## src/core/onsw_regs.svh

```systemverilog
// constants for the on/off switcher control sequencer
// Summary of operation
// - oscillator averaging 132 kHz gives cycle-start clock and max duty signal.
// - oscillator frequency jitters 8 kHz peak-to-peak, modulation repeating at 1 kHz.
// - enable output is low while enable pin current exceeds its threshold.
// - enable output sampled at cycle start; high turns switch on, low skips cycle.
// - after sampling, enable changes are ignored until next cycle start.
// - current limit level lowered at medium/light load, restored at heavy load.
// - bypass below 4.9 V stops switching until it recovers to 5.85 V.
// - over-temperature stops switching until die cools by 75 C.
// - switch current above active limit ends the pulse for this cycle.
// - current limit ignored for a blanking time after each turn-on.
// - auto-restart counter, clocked by oscillator, clears when enable pulled low.
// - no enable pull-low for 64 ms stops switching 2.5 s, then repeats.
// - during auto-restart off with line undervoltage the counter is frozen.
// - with extension active the switch stays on past max duty until limit.
// - extension suppressed at startup until first regulation indication.
// - power up or auto-restart off waits for line sense above 25 uA.
// - at power up with line undervoltage bypass held at 4.9 V.
// - no line sense resistor fitted disables line undervoltage gating.
// - enabled cycle turns on at start, off at current limit or max duty.
// - at power down switching lasts 64 ms, then stays off while line low.
`ifndef ONSW_REGS_SVH
`define ONSW_REGS_SVH
`define ONSW_CLK_HZ 20000000
`define ONSW_OSC_HZ 132000
`define ONSW_JIT_PP_HZ 8000
`define ONSW_JIT_RATE_HZ 1000
`define ONSW_DUTY_PCT 65
`define ONSW_AR_ON_MS 64
`define ONSW_AR_OFF_MS 2500
`define ONSW_LEB_NS 200
`define ONSW_PER_NOM_CYC (`ONSW_CLK_HZ / `ONSW_OSC_HZ)
`define ONSW_PER_MIN_CYC (`ONSW_CLK_HZ / (`ONSW_OSC_HZ + `ONSW_JIT_PP_HZ / 2))
`define ONSW_PER_MAX_CYC (`ONSW_CLK_HZ / (`ONSW_OSC_HZ - `ONSW_JIT_PP_HZ / 2))
`define ONSW_JIT_SPAN (`ONSW_PER_MAX_CYC - `ONSW_PER_MIN_CYC)
`define ONSW_JIT_STEP_CYC (`ONSW_CLK_HZ / (`ONSW_JIT_RATE_HZ * 2 * `ONSW_JIT_SPAN))
`define ONSW_DUTY_CYC (`ONSW_PER_NOM_CYC * `ONSW_DUTY_PCT / 100)
`define ONSW_LEB_CYC ((`ONSW_LEB_NS * (`ONSW_CLK_HZ / 1000000) + 999) / 1000)
`define ONSW_AR_ON_OSC (`ONSW_AR_ON_MS * (`ONSW_OSC_HZ / 1000))
`define ONSW_AR_OFF_OSC (`ONSW_AR_OFF_MS * (`ONSW_OSC_HZ / 1000))
`endif

```

## src/core/onsw_pkg.sv

```systemverilog
// types shared by the switcher control sequencer
package onsw_pkg;
  typedef enum logic [1:0] {ST_STARTUP, ST_RUN, ST_AR_OFF} onsw_state_t;
  typedef logic [1:0] onsw_lvl_t;
  localparam onsw_lvl_t LVL_TOP = 2'h3;
endpackage

```

## src/core/onsw_osc_if.sv

```systemverilog
// oscillator to sequencer timing signals
`timescale 1ns/1ps
interface onsw_osc_if;
  logic cycle_start;
  logic max_duty_signal;
  modport osc (output cycle_start, output max_duty_signal);
  modport ctl (input cycle_start, input max_duty_signal);
endinterface

```

## src/core/onsw_ctrl.sv

```systemverilog
// on/off switcher control sequencer top
`timescale 1ns/1ps
`include "onsw_regs.svh"
module onsw_ctrl #(
  parameter int AR_ON_OSC = `ONSW_AR_ON_OSC,
  parameter int AR_OFF_OSC = `ONSW_AR_OFF_OSC,
  parameter int LEB_CYC = `ONSW_LEB_CYC,
  parameter int ILIM_WIN = 16,
  parameter int ILIM_UP_THR = 12,
  parameter int ILIM_DN_THR = 4
) (
  // clock and reset
  input wire logic i_clock,
  input wire logic i_rstn,
  // enable_line_sense_input comparators
  input wire logic i_en_pull_over_thr,
  input wire logic i_line_sense_ok,
  input wire logic i_no_line_resistor,
  // bypass_supply_node comparators
  input wire logic i_bypass_below_lo,
  input wire logic i_bypass_above_hi,
  // thermal comparators
  input wire logic i_temp_hot,
  input wire logic i_temp_cooled,
  // switch current comparator against the active limit
  input wire logic i_cur_over_limit,
  // power switch
  output logic o_gate_on,
  // current limit level, 3 is highest
  output onsw_pkg::onsw_lvl_t o_ilimit_level,
  // status
  output logic o_bypass_hold_low,
  output logic o_autorestart_off,
  output logic o_thermal_off,
  output logic o_bypass_uv,
  output logic o_ext_allowed
);
  import onsw_pkg::*;

  onsw_osc_if osc_bus ();

  onsw_osc #(
    .PER_MIN(`ONSW_PER_MIN_CYC),
    .SPAN(`ONSW_JIT_SPAN),
    .STEP(`ONSW_JIT_STEP_CYC),
    .DUTY(`ONSW_DUTY_CYC)
  ) u_osc (
    .i_clock(i_clock),
    .i_rstn(i_rstn),
    .osc(osc_bus.osc)
  );

  onsw_state_t state_r;
  onsw_lvl_t lvl_r;
  logic en_out_r;
  logic en_sample_r;
  logic bp_uv_r;
  logic hot_r;
  logic ext_ok_r;
  logic gate_r;
  logic extending_r;
  logic [7:0] blank_r;
  logic [23:0] ar_cnt_r;
  logic [7:0] win_cnt_r;
  logic [7:0] en_cnt_r;
  logic line_uv;
  logic allowed;
  logic cyc;
  logic turn_on;
  logic cl_trip;
  logic duty_end;
  logic ar_clear;
  logic ar_expire;

  assign cyc = osc_bus.cycle_start;

  // a missing sense resistor looks like near-zero line current; gating is
  // dropped so a resistor-less design can still start
  assign line_uv = !i_no_line_resistor && !i_line_sense_ok;

  // switching needs the run state and both supply and thermal guards clear
  assign allowed = (state_r == ST_RUN) && !bp_uv_r && !hot_r;

  // the enable circuit output is low while the pull exceeds the threshold
  always_ff @(posedge i_clock or negedge i_rstn) begin
    if (!i_rstn) begin
      en_out_r <= 1'b1;
    end else begin
      en_out_r <= !i_en_pull_over_thr;
    end
  end

  // only the cycle-start sample counts; mid-cycle changes never reach the gate
  always_ff @(posedge i_clock or negedge i_rstn) begin
    if (!i_rstn) begin
      en_sample_r <= 1'b0;
    end else if (cyc) begin
      en_sample_r <= en_out_r;
    end
  end

  // the cycle that runs the restart timer out hands over without a pulse, so
  // the off phase never opens with a one-clock stub on the gate
  assign ar_expire = (state_r == ST_RUN) && cyc && en_out_r
    && (ar_cnt_r >= 24'(AR_ON_OSC - 1));

  // an enabled cycle is one whose sample is high and switching is allowed
  assign turn_on = cyc && en_out_r && allowed && !ar_expire;

  // bypass undervoltage hysteresis, held until the supply first reaches the
  // upper level after reset
  always_ff @(posedge i_clock or negedge i_rstn) begin
    if (!i_rstn) begin
      bp_uv_r <= 1'b1;
    end else if (i_bypass_below_lo) begin
      bp_uv_r <= 1'b1;
    end else if (i_bypass_above_hi) begin
      bp_uv_r <= 1'b0;
    end
  end

  // thermal shutdown with wide hysteresis to keep a faulted board cool
  always_ff @(posedge i_clock or negedge i_rstn) begin
    if (!i_rstn) begin
      hot_r <= 1'b0;
    end else if (i_temp_hot) begin
      hot_r <= 1'b1;
    end else if (i_temp_cooled) begin
      hot_r <= 1'b0;
    end
  end

  // extension stays off until the feedback first pulls enable low
  always_ff @(posedge i_clock or negedge i_rstn) begin
    if (!i_rstn) begin
      ext_ok_r <= 1'b0;
    end else if (cyc && !en_out_r) begin
      ext_ok_r <= 1'b1;
    end
  end

  // blanking counter restarts at each turn-on
  always_ff @(posedge i_clock or negedge i_rstn) begin
    if (!i_rstn) begin
      blank_r <= 8'h0;
    end else if (turn_on) begin
      blank_r <= 8'(LEB_CYC);
    end else if (blank_r != 8'h0) begin
      blank_r <= blank_r - 8'h1;
    end
  end

  // the limit comparator is masked while blanking runs
  assign cl_trip = i_cur_over_limit && (blank_r == 8'h0);

  // end of the max duty window; with extension the pulse runs on to the limit
  assign duty_end = !osc_bus.max_duty_signal && !ext_ok_r;

  // power switch gate
  always_ff @(posedge i_clock or negedge i_rstn) begin
    if (!i_rstn) begin
      gate_r <= 1'b0;
    end else if (turn_on) begin
      gate_r <= 1'b1;
    end else if (cyc || !allowed) begin
      // a new cycle re-decides; an extended pulse still on at an enabled cycle start runs on into it
      gate_r <= 1'b0;
    end else if (gate_r && !en_sample_r) begin
      // no pulse outlives a cycle whose start sample was low
      gate_r <= 1'b0;
    end else if (gate_r && (cl_trip || duty_end)) begin
      gate_r <= 1'b0;
    end
  end

  // marks a pulse that has run past the max duty window
  always_ff @(posedge i_clock or negedge i_rstn) begin
    if (!i_rstn) begin
      extending_r <= 1'b0;
    end else begin
      extending_r <= gate_r && !osc_bus.max_duty_signal && ext_ok_r;
    end
  end

  // in the run state the counter clears on every cycle the feedback pulls enable low
  assign ar_clear = cyc && !en_out_r;

  // power sequencing and auto-restart
  always_ff @(posedge i_clock or negedge i_rstn) begin
    if (!i_rstn) begin
      state_r <= ST_STARTUP;
      ar_cnt_r <= 24'h0;
    end else begin
      unique case (state_r)
        ST_STARTUP: begin
          ar_cnt_r <= 24'h0;
          // start needs a charged bypass and line sense above threshold
          if (!bp_uv_r && !line_uv) begin
            state_r <= ST_RUN;
          end
        end
        ST_RUN: begin
          if (ar_clear) begin
            ar_cnt_r <= 24'h0;
          end else if (cyc) begin
            if (ar_cnt_r >= 24'(AR_ON_OSC - 1)) begin
              // lost regulation too long: a fault or a falling line
              ar_cnt_r <= 24'h0;
              state_r <= ST_AR_OFF;
            end else begin
              ar_cnt_r <= ar_cnt_r + 24'h1;
            end
          end
        end
        ST_AR_OFF: begin
          // low line freezes the off timer so a dying supply never restarts
          if (cyc && !line_uv) begin
            if (ar_cnt_r >= 24'(AR_OFF_OSC - 1)) begin
              ar_cnt_r <= 24'h0;
              state_r <= ST_RUN;
            end else begin
              ar_cnt_r <= ar_cnt_r + 24'h1;
            end
          end
        end
        default: begin
          // an unused state code falls back to a clean start
          state_r <= ST_STARTUP;
          ar_cnt_r <= 24'h0;
        end
      endcase
    end
  end

  // load inference: count enabled cycles in a fixed window of oscillator cycles
  always_ff @(posedge i_clock or negedge i_rstn) begin
    if (!i_rstn) begin
      win_cnt_r <= 8'h0;
      en_cnt_r <= 8'h0;
    end else if (cyc) begin
      if (win_cnt_r == 8'(ILIM_WIN - 1)) begin
        win_cnt_r <= 8'h0;
        en_cnt_r <= 8'h0;
      end else begin
        win_cnt_r <= win_cnt_r + 8'h1;
        if (turn_on) en_cnt_r <= en_cnt_r + 8'h1;
      end
    end
  end

  // one level per window keeps the step audible-noise friendly and stable;
  // the last cycle of a window is judged on the count before it
  always_ff @(posedge i_clock or negedge i_rstn) begin
    if (!i_rstn) begin
      lvl_r <= LVL_TOP;
    end else if (cyc && win_cnt_r == 8'(ILIM_WIN - 1)) begin
      if (en_cnt_r >= 8'(ILIM_UP_THR) && lvl_r != LVL_TOP) begin
        lvl_r <= lvl_r + 2'h1;
      end else if (en_cnt_r < 8'(ILIM_DN_THR) && lvl_r != 2'h0) begin
        lvl_r <= lvl_r - 2'h1;
      end
    end
  end

  // registered outputs
  always_ff @(posedge i_clock or negedge i_rstn) begin
    if (!i_rstn) begin
      o_gate_on <= 1'b0;
      o_ilimit_level <= LVL_TOP;
      o_bypass_hold_low <= 1'b0;
      o_autorestart_off <= 1'b0;
      o_thermal_off <= 1'b0;
      o_bypass_uv <= 1'b1;
      o_ext_allowed <= 1'b0;
    end else begin
      o_gate_on <= gate_r;
      o_ilimit_level <= lvl_r;
      o_bypass_hold_low <= (state_r == ST_STARTUP) && line_uv;
      o_autorestart_off <= (state_r == ST_AR_OFF);
      o_thermal_off <= hot_r;
      o_bypass_uv <= bp_uv_r;
      o_ext_allowed <= ext_ok_r || extending_r;
    end
  end
endmodule

```

## src/core/onsw_osc.sv

```systemverilog
// jittered switching oscillator
`timescale 1ns/1ps
`include "onsw_regs.svh"
module onsw_osc #(
  parameter int PER_MIN = `ONSW_PER_MIN_CYC,
  parameter int SPAN = `ONSW_JIT_SPAN,
  parameter int STEP = `ONSW_JIT_STEP_CYC,
  parameter int DUTY = `ONSW_DUTY_CYC
) (
  // clock and reset
  input wire logic i_clock,
  input wire logic i_rstn,
  // timing out
  onsw_osc_if.osc osc
);
  import onsw_pkg::*;
  logic [7:0] phase_r;
  logic [7:0] tri_r;
  logic tri_up_r;
  logic [15:0] step_r;
  logic [7:0] period;

  // triangle offset sweeps the period between min and max once per modulation
  assign period = 8'(PER_MIN) + tri_r;

  always_ff @(posedge i_clock or negedge i_rstn) begin
    if (!i_rstn) begin
      step_r <= 16'h0;
      tri_r <= 8'h0;
      tri_up_r <= 1'b1;
    end else if (step_r == 16'(STEP - 1)) begin
      step_r <= 16'h0;
      if (tri_up_r) begin
        tri_r <= tri_r + 8'h1;
        if (tri_r == 8'(SPAN - 1)) tri_up_r <= 1'b0;
      end else begin
        tri_r <= tri_r - 8'h1;
        if (tri_r == 8'h1) tri_up_r <= 1'b1;
      end
    end else begin
      step_r <= step_r + 16'h1;
    end
  end

  always_ff @(posedge i_clock or negedge i_rstn) begin
    if (!i_rstn) begin
      phase_r <= 8'h0;
      osc.cycle_start <= 1'b0;
      osc.max_duty_signal <= 1'b0;
    end else begin
      phase_r <= (phase_r >= period - 8'h1) ? 8'h0 : phase_r + 8'h1;
      osc.cycle_start <= (phase_r == 8'h0);
      osc.max_duty_signal <= (phase_r < 8'(DUTY));
    end
  end
endmodule

```

## config.mk

```make
export PLATFORM = sky130hd
export DESIGN_NAME = onsw_ctrl
export DESIGN_NICKNAME = d
export VERILOG_FILES = /design/src/core/onsw_pkg.sv /design/src/core/onsw_osc_if.sv /design/src/core/onsw_ctrl.sv /design/src/core/onsw_osc.sv
export VERILOG_INCLUDE_DIRS = /design/src /design/src/core
export SDC_FILE = /design/constraint.sdc
export NUM_CORES = 1
export LEC_CHECK = 0
export BUFFER_PORTS_ARGS = -buffer_cell sky130_fd_sc_hd__buf_2
export CORE_MARGIN = 3
export CORE_UTILIZATION = 35
export DETAILED_ROUTE_END_ITERATION = 10
export SLEW_MARGIN = 20
export SYNTH_ARGS = -nofsm -noshare
export SYNTH_HDL_FRONTEND = slang
export SYNTH_SLANG_ARGS = --single-unit
export TNS_END_PERCENT = 30
```

## constraint.sdc

```tcl
create_clock -name i_clock -period 6.25 [get_ports i_clock]
set_input_delay 1.25 -clock i_clock [delete_from_list [all_inputs] [get_ports i_clock]]
set_output_delay 1.25 -clock i_clock [all_outputs]
set_load 0.005 [all_outputs]
```

==> impl_metrics.tcl <==
set metrics [dict create \
    die_h_um 133 \
    num_rows 45 \
    clockBufferDepth 2 \
    cts_tree "done" \
    r2r-start "u_osc.tri_r[1]" \
    worstSetupEndpointType "register" \
    ir_drop_uv 148 \
    p_leak_nw 2.73 \
    io_pins 18 \
    r2r_slack_ps 3720 \
    final.setup_skew_ps 9.76 \
    path_depth 7 \
    fp.dieArea_um2 17800 \
    critical_path.top_delay_family "compound AO/OA/AOI/OAI gates" \
    worst_path_max_delay_cell "a2111o_1" \
    synth_top_area_cell "dfrtp_1" \
    antenna_found_initial 0 \
    ys_ff_latch 102 \
    setup_tns_ps 0 \
    layout_worst_path_cycle_share_pct 40.5 \
    setup_viol 0 \
    startpoint_type "register" \
    root_buffer "clkbuf_16" \
    drive_gt1_share_pct 14.6 \
    gp_congestion 0.789 \
    vias 4008 \
    crit_arrival_ps 2790 \
    relSlewSlack_pct 42.5 \
    hold_viol 0 \
    synthDistinctLibCells 67 \
    synthesis.nets 592 \
    synth_area_um2 5670 \
    timing.rr.end "u_osc.phase_r[1]" \
    path_clk_slew_ps 70 \
    layout_commonest_cell "dfrtp_1" \
    combPwrFrac_pct 7.3 \
    path_cells "ha_1 > a21oi_1 > xor2_1 > ha_1 > a2111o_1 > a211o_1 > a21boi_0" \
    drt-initial-drc-count 171 \
    yosys_warnings 0 \
    start_util_pct 36.5 \
    hp-class "reg -> reg" \
    cp.required_ps 6510 \
    slowest_delay_ps 440 \
    h-tree-depth 3 \
    grt_max_degree 69 \
    gr-total-overflow 0 \
    gr-usage-all-layers_pct 12.6 \
    grt_pass1_wl_um 18900 \
    drt_wl_total_um 10700 \
    async_flop_share_pct 100 \
    p_sw_share_pct 23.2 \
    cts_sinks 102 \
    syn_area_per_cell_um2 10.2 \
    dp_hpwl_um 7620 \
    maxSlewViolCount 0 \
    crit_fanout 8 \
    status "finished clean" \
    cts.repair.resized 0 \
    cts_setup_buffers 0 \
    first_global_vias 3976 \
    fp.dieW_um 133 \
    critPathMostFrequentCell "ha_1" \
    viasPerCell 5.13 \
    max-cap-violations 0 \
    dr.pass1.iters 4 \
    postCtsHoldBufs 0 \
    reg2reg_depth 7 \
    power.density_nw_per_um2 227 \
    insertedDiodeCount 0 \
    period_minus_slack_ps 2530 \
    core_um2 15500 \
    yosysSeqAreaShare_pct 45.2 \
    nets 603 \
    synth_top_area_share_pct 41.5 \
    port_buffers 17 \
    rsz0062_at_grt "no" \
    path_buf_inv 0 \
    numCtsBuffers 9 \
    drc 0 \
    p_seq_share_pct 50.7 \
    crit_path_start "u_osc.tri_r[1]" \
    postSynthCellCount 554 \
    wl_per_cell_um 13.7 \
    area_delta_synth_final_pct 10.3 \
    synth_flop_cell "dfrtp_1" \
    endpoint "u_osc.phase_r[1]" \
    ant_nets 0 \
    tightest_slew_ps 861 \
    p_sw_w 0.000330 \
    final_cell_mix "dfrtp_1, nor2_1, nand2_1, xnor2_1, ha_1" \
    worstSetupPathType "reg -> reg" \
    synth_area_leaders "dfrtp_1, ha_1, xnor2_1, nor2_1, dfstp_2" \
    power_frac_clock_pct 42.0 \
    clk_latency_ps 350 \
    clock.fmax_mhz 395 \
    power.internal_w 0.00109 \
    synth_edf_count 0 \
    finish.utilization_pct 40.2 \
]
==> flip-flops by register name, indices dropped and copies added (netlist names), 8 cells and up <==
name	count
win_cnt_r	8
u_osc.phase_r	8
en_cnt_r	8
ar_cnt_r	24
u_osc.step_r	16
u_osc.tri_r	8
blank_r	8
==> worst reg2reg max path: cells and delay by family, from the launching register on <==
kind	cells	cell delay [ps]
DFF	1	420
AOI/OAI and AO/OA	4	1290
adders and majority gates	2	520
xor gates and xnor gates	1	210
==> synth_stat cells (all sizes together) (2+ instances only) <==
library cell	count
mux2	2
nor2b	2
xnor2	35
nor3	32
and4b	2
nand4	15
or4	4
or3	3
and3	14
nor4b	2
a21o	5
o211ai	2
nand2	35
a211o	2
o21bai	2
or2	2
nor2	59
mux2i	10
and4	7
o21ai	18
a211oi	6
o31ai	2
nand2b	4
dfstp	8
nor4	12
dfrtp	94
ha	28
inv	26
nand4b	4
a31oi	7
a21boi	3
a2111oi	3
xor2	18
buf	13
a21oi	25
nand3	22
clkbuf	8
o2bb2ai	2
==> power groups by stage <==
| stage | combinational (W) | clock (W) | sequential, W |
|---|---|---|---|
| after floorplan | 0.0000737 | 0 | 0.000726 |
| after global placement | 0.0000988 | 0 | 0.000731 |
| after detailed placement | 0.000105 | 0 | 0.000732 |
| after CTS | 0.000106 | 0.000613 | 0.000720 |
| after global routing | 0.000120 | 0.000641 | 0.000725 |
| final | 0.000103 | 0.000597 | 0.000720 |
==> through the flow <==
stage	worst slack (ps)	area (um^2)	instances	total power (W)	hold WS (ps)
finish	3720	6250	781	0.00142	401
floorplan	3910	5670	554	0.000799	372
global route	3520	6250	781	0.00149	411
CTS	3710	6250	781	0.00144	396
global placement	3630	5940	765	0.000830	385
detailed placement	3560	5940	765	0.000837	385
==> routing by layer <==
metal	vias to the layer above	track usage, %	share of wire, %
li1	1987	-	-
met1	1959	16.6	47
met2	50	21.1	49
met3	12	2.83	2.9
met4	0	3.31	1.1
met5	-	0	0
==> worst min path at each step <==
stage | slack (ps) | endpoint | cells past startpoint | start
global placement | 380 | o_ilimit_level[1] | 0 | lvl_r[1]
floorplan | 370 | o_bypass_uv | 0 | bp_uv_r
CTS | 400 | o_ilimit_level[1] | 0 | lvl_r[1]
finish | 400 | o_ilimit_level[1] | 0 | lvl_r[1]
global route | 410 | o_ilimit_level[1] | 0 | lvl_r[1]
detailed placement | 390 | o_ilimit_level[1] | 0 | lvl_r[1]
==> final cells by class <==
type,count,area (um^2)
fill,1531,9290
tap,211,264
sequential,102,2560
inverter,26,97.6
multi-input combinational,405,2900
timing repair buffer,21,118
clock inverter,5,82.6
clock buffer,11,233
==> cell families (layout without fill, tap and decap cells) <==
logic type	count (synthesis)	after routing	synth area share (%)
xor gates and xnor gates	53	53	8.19
and+or+nand+nor	226	226	24.0
adders and majority gates	28	28	6.18
muxes	12	12	2.16
DFF	102	102	45.2
buffers and inverters	47	63	3.71
AOI/OAI and AO/OA	86	86	10.5
No activity file was read; power rests on OpenSTA's default activity.
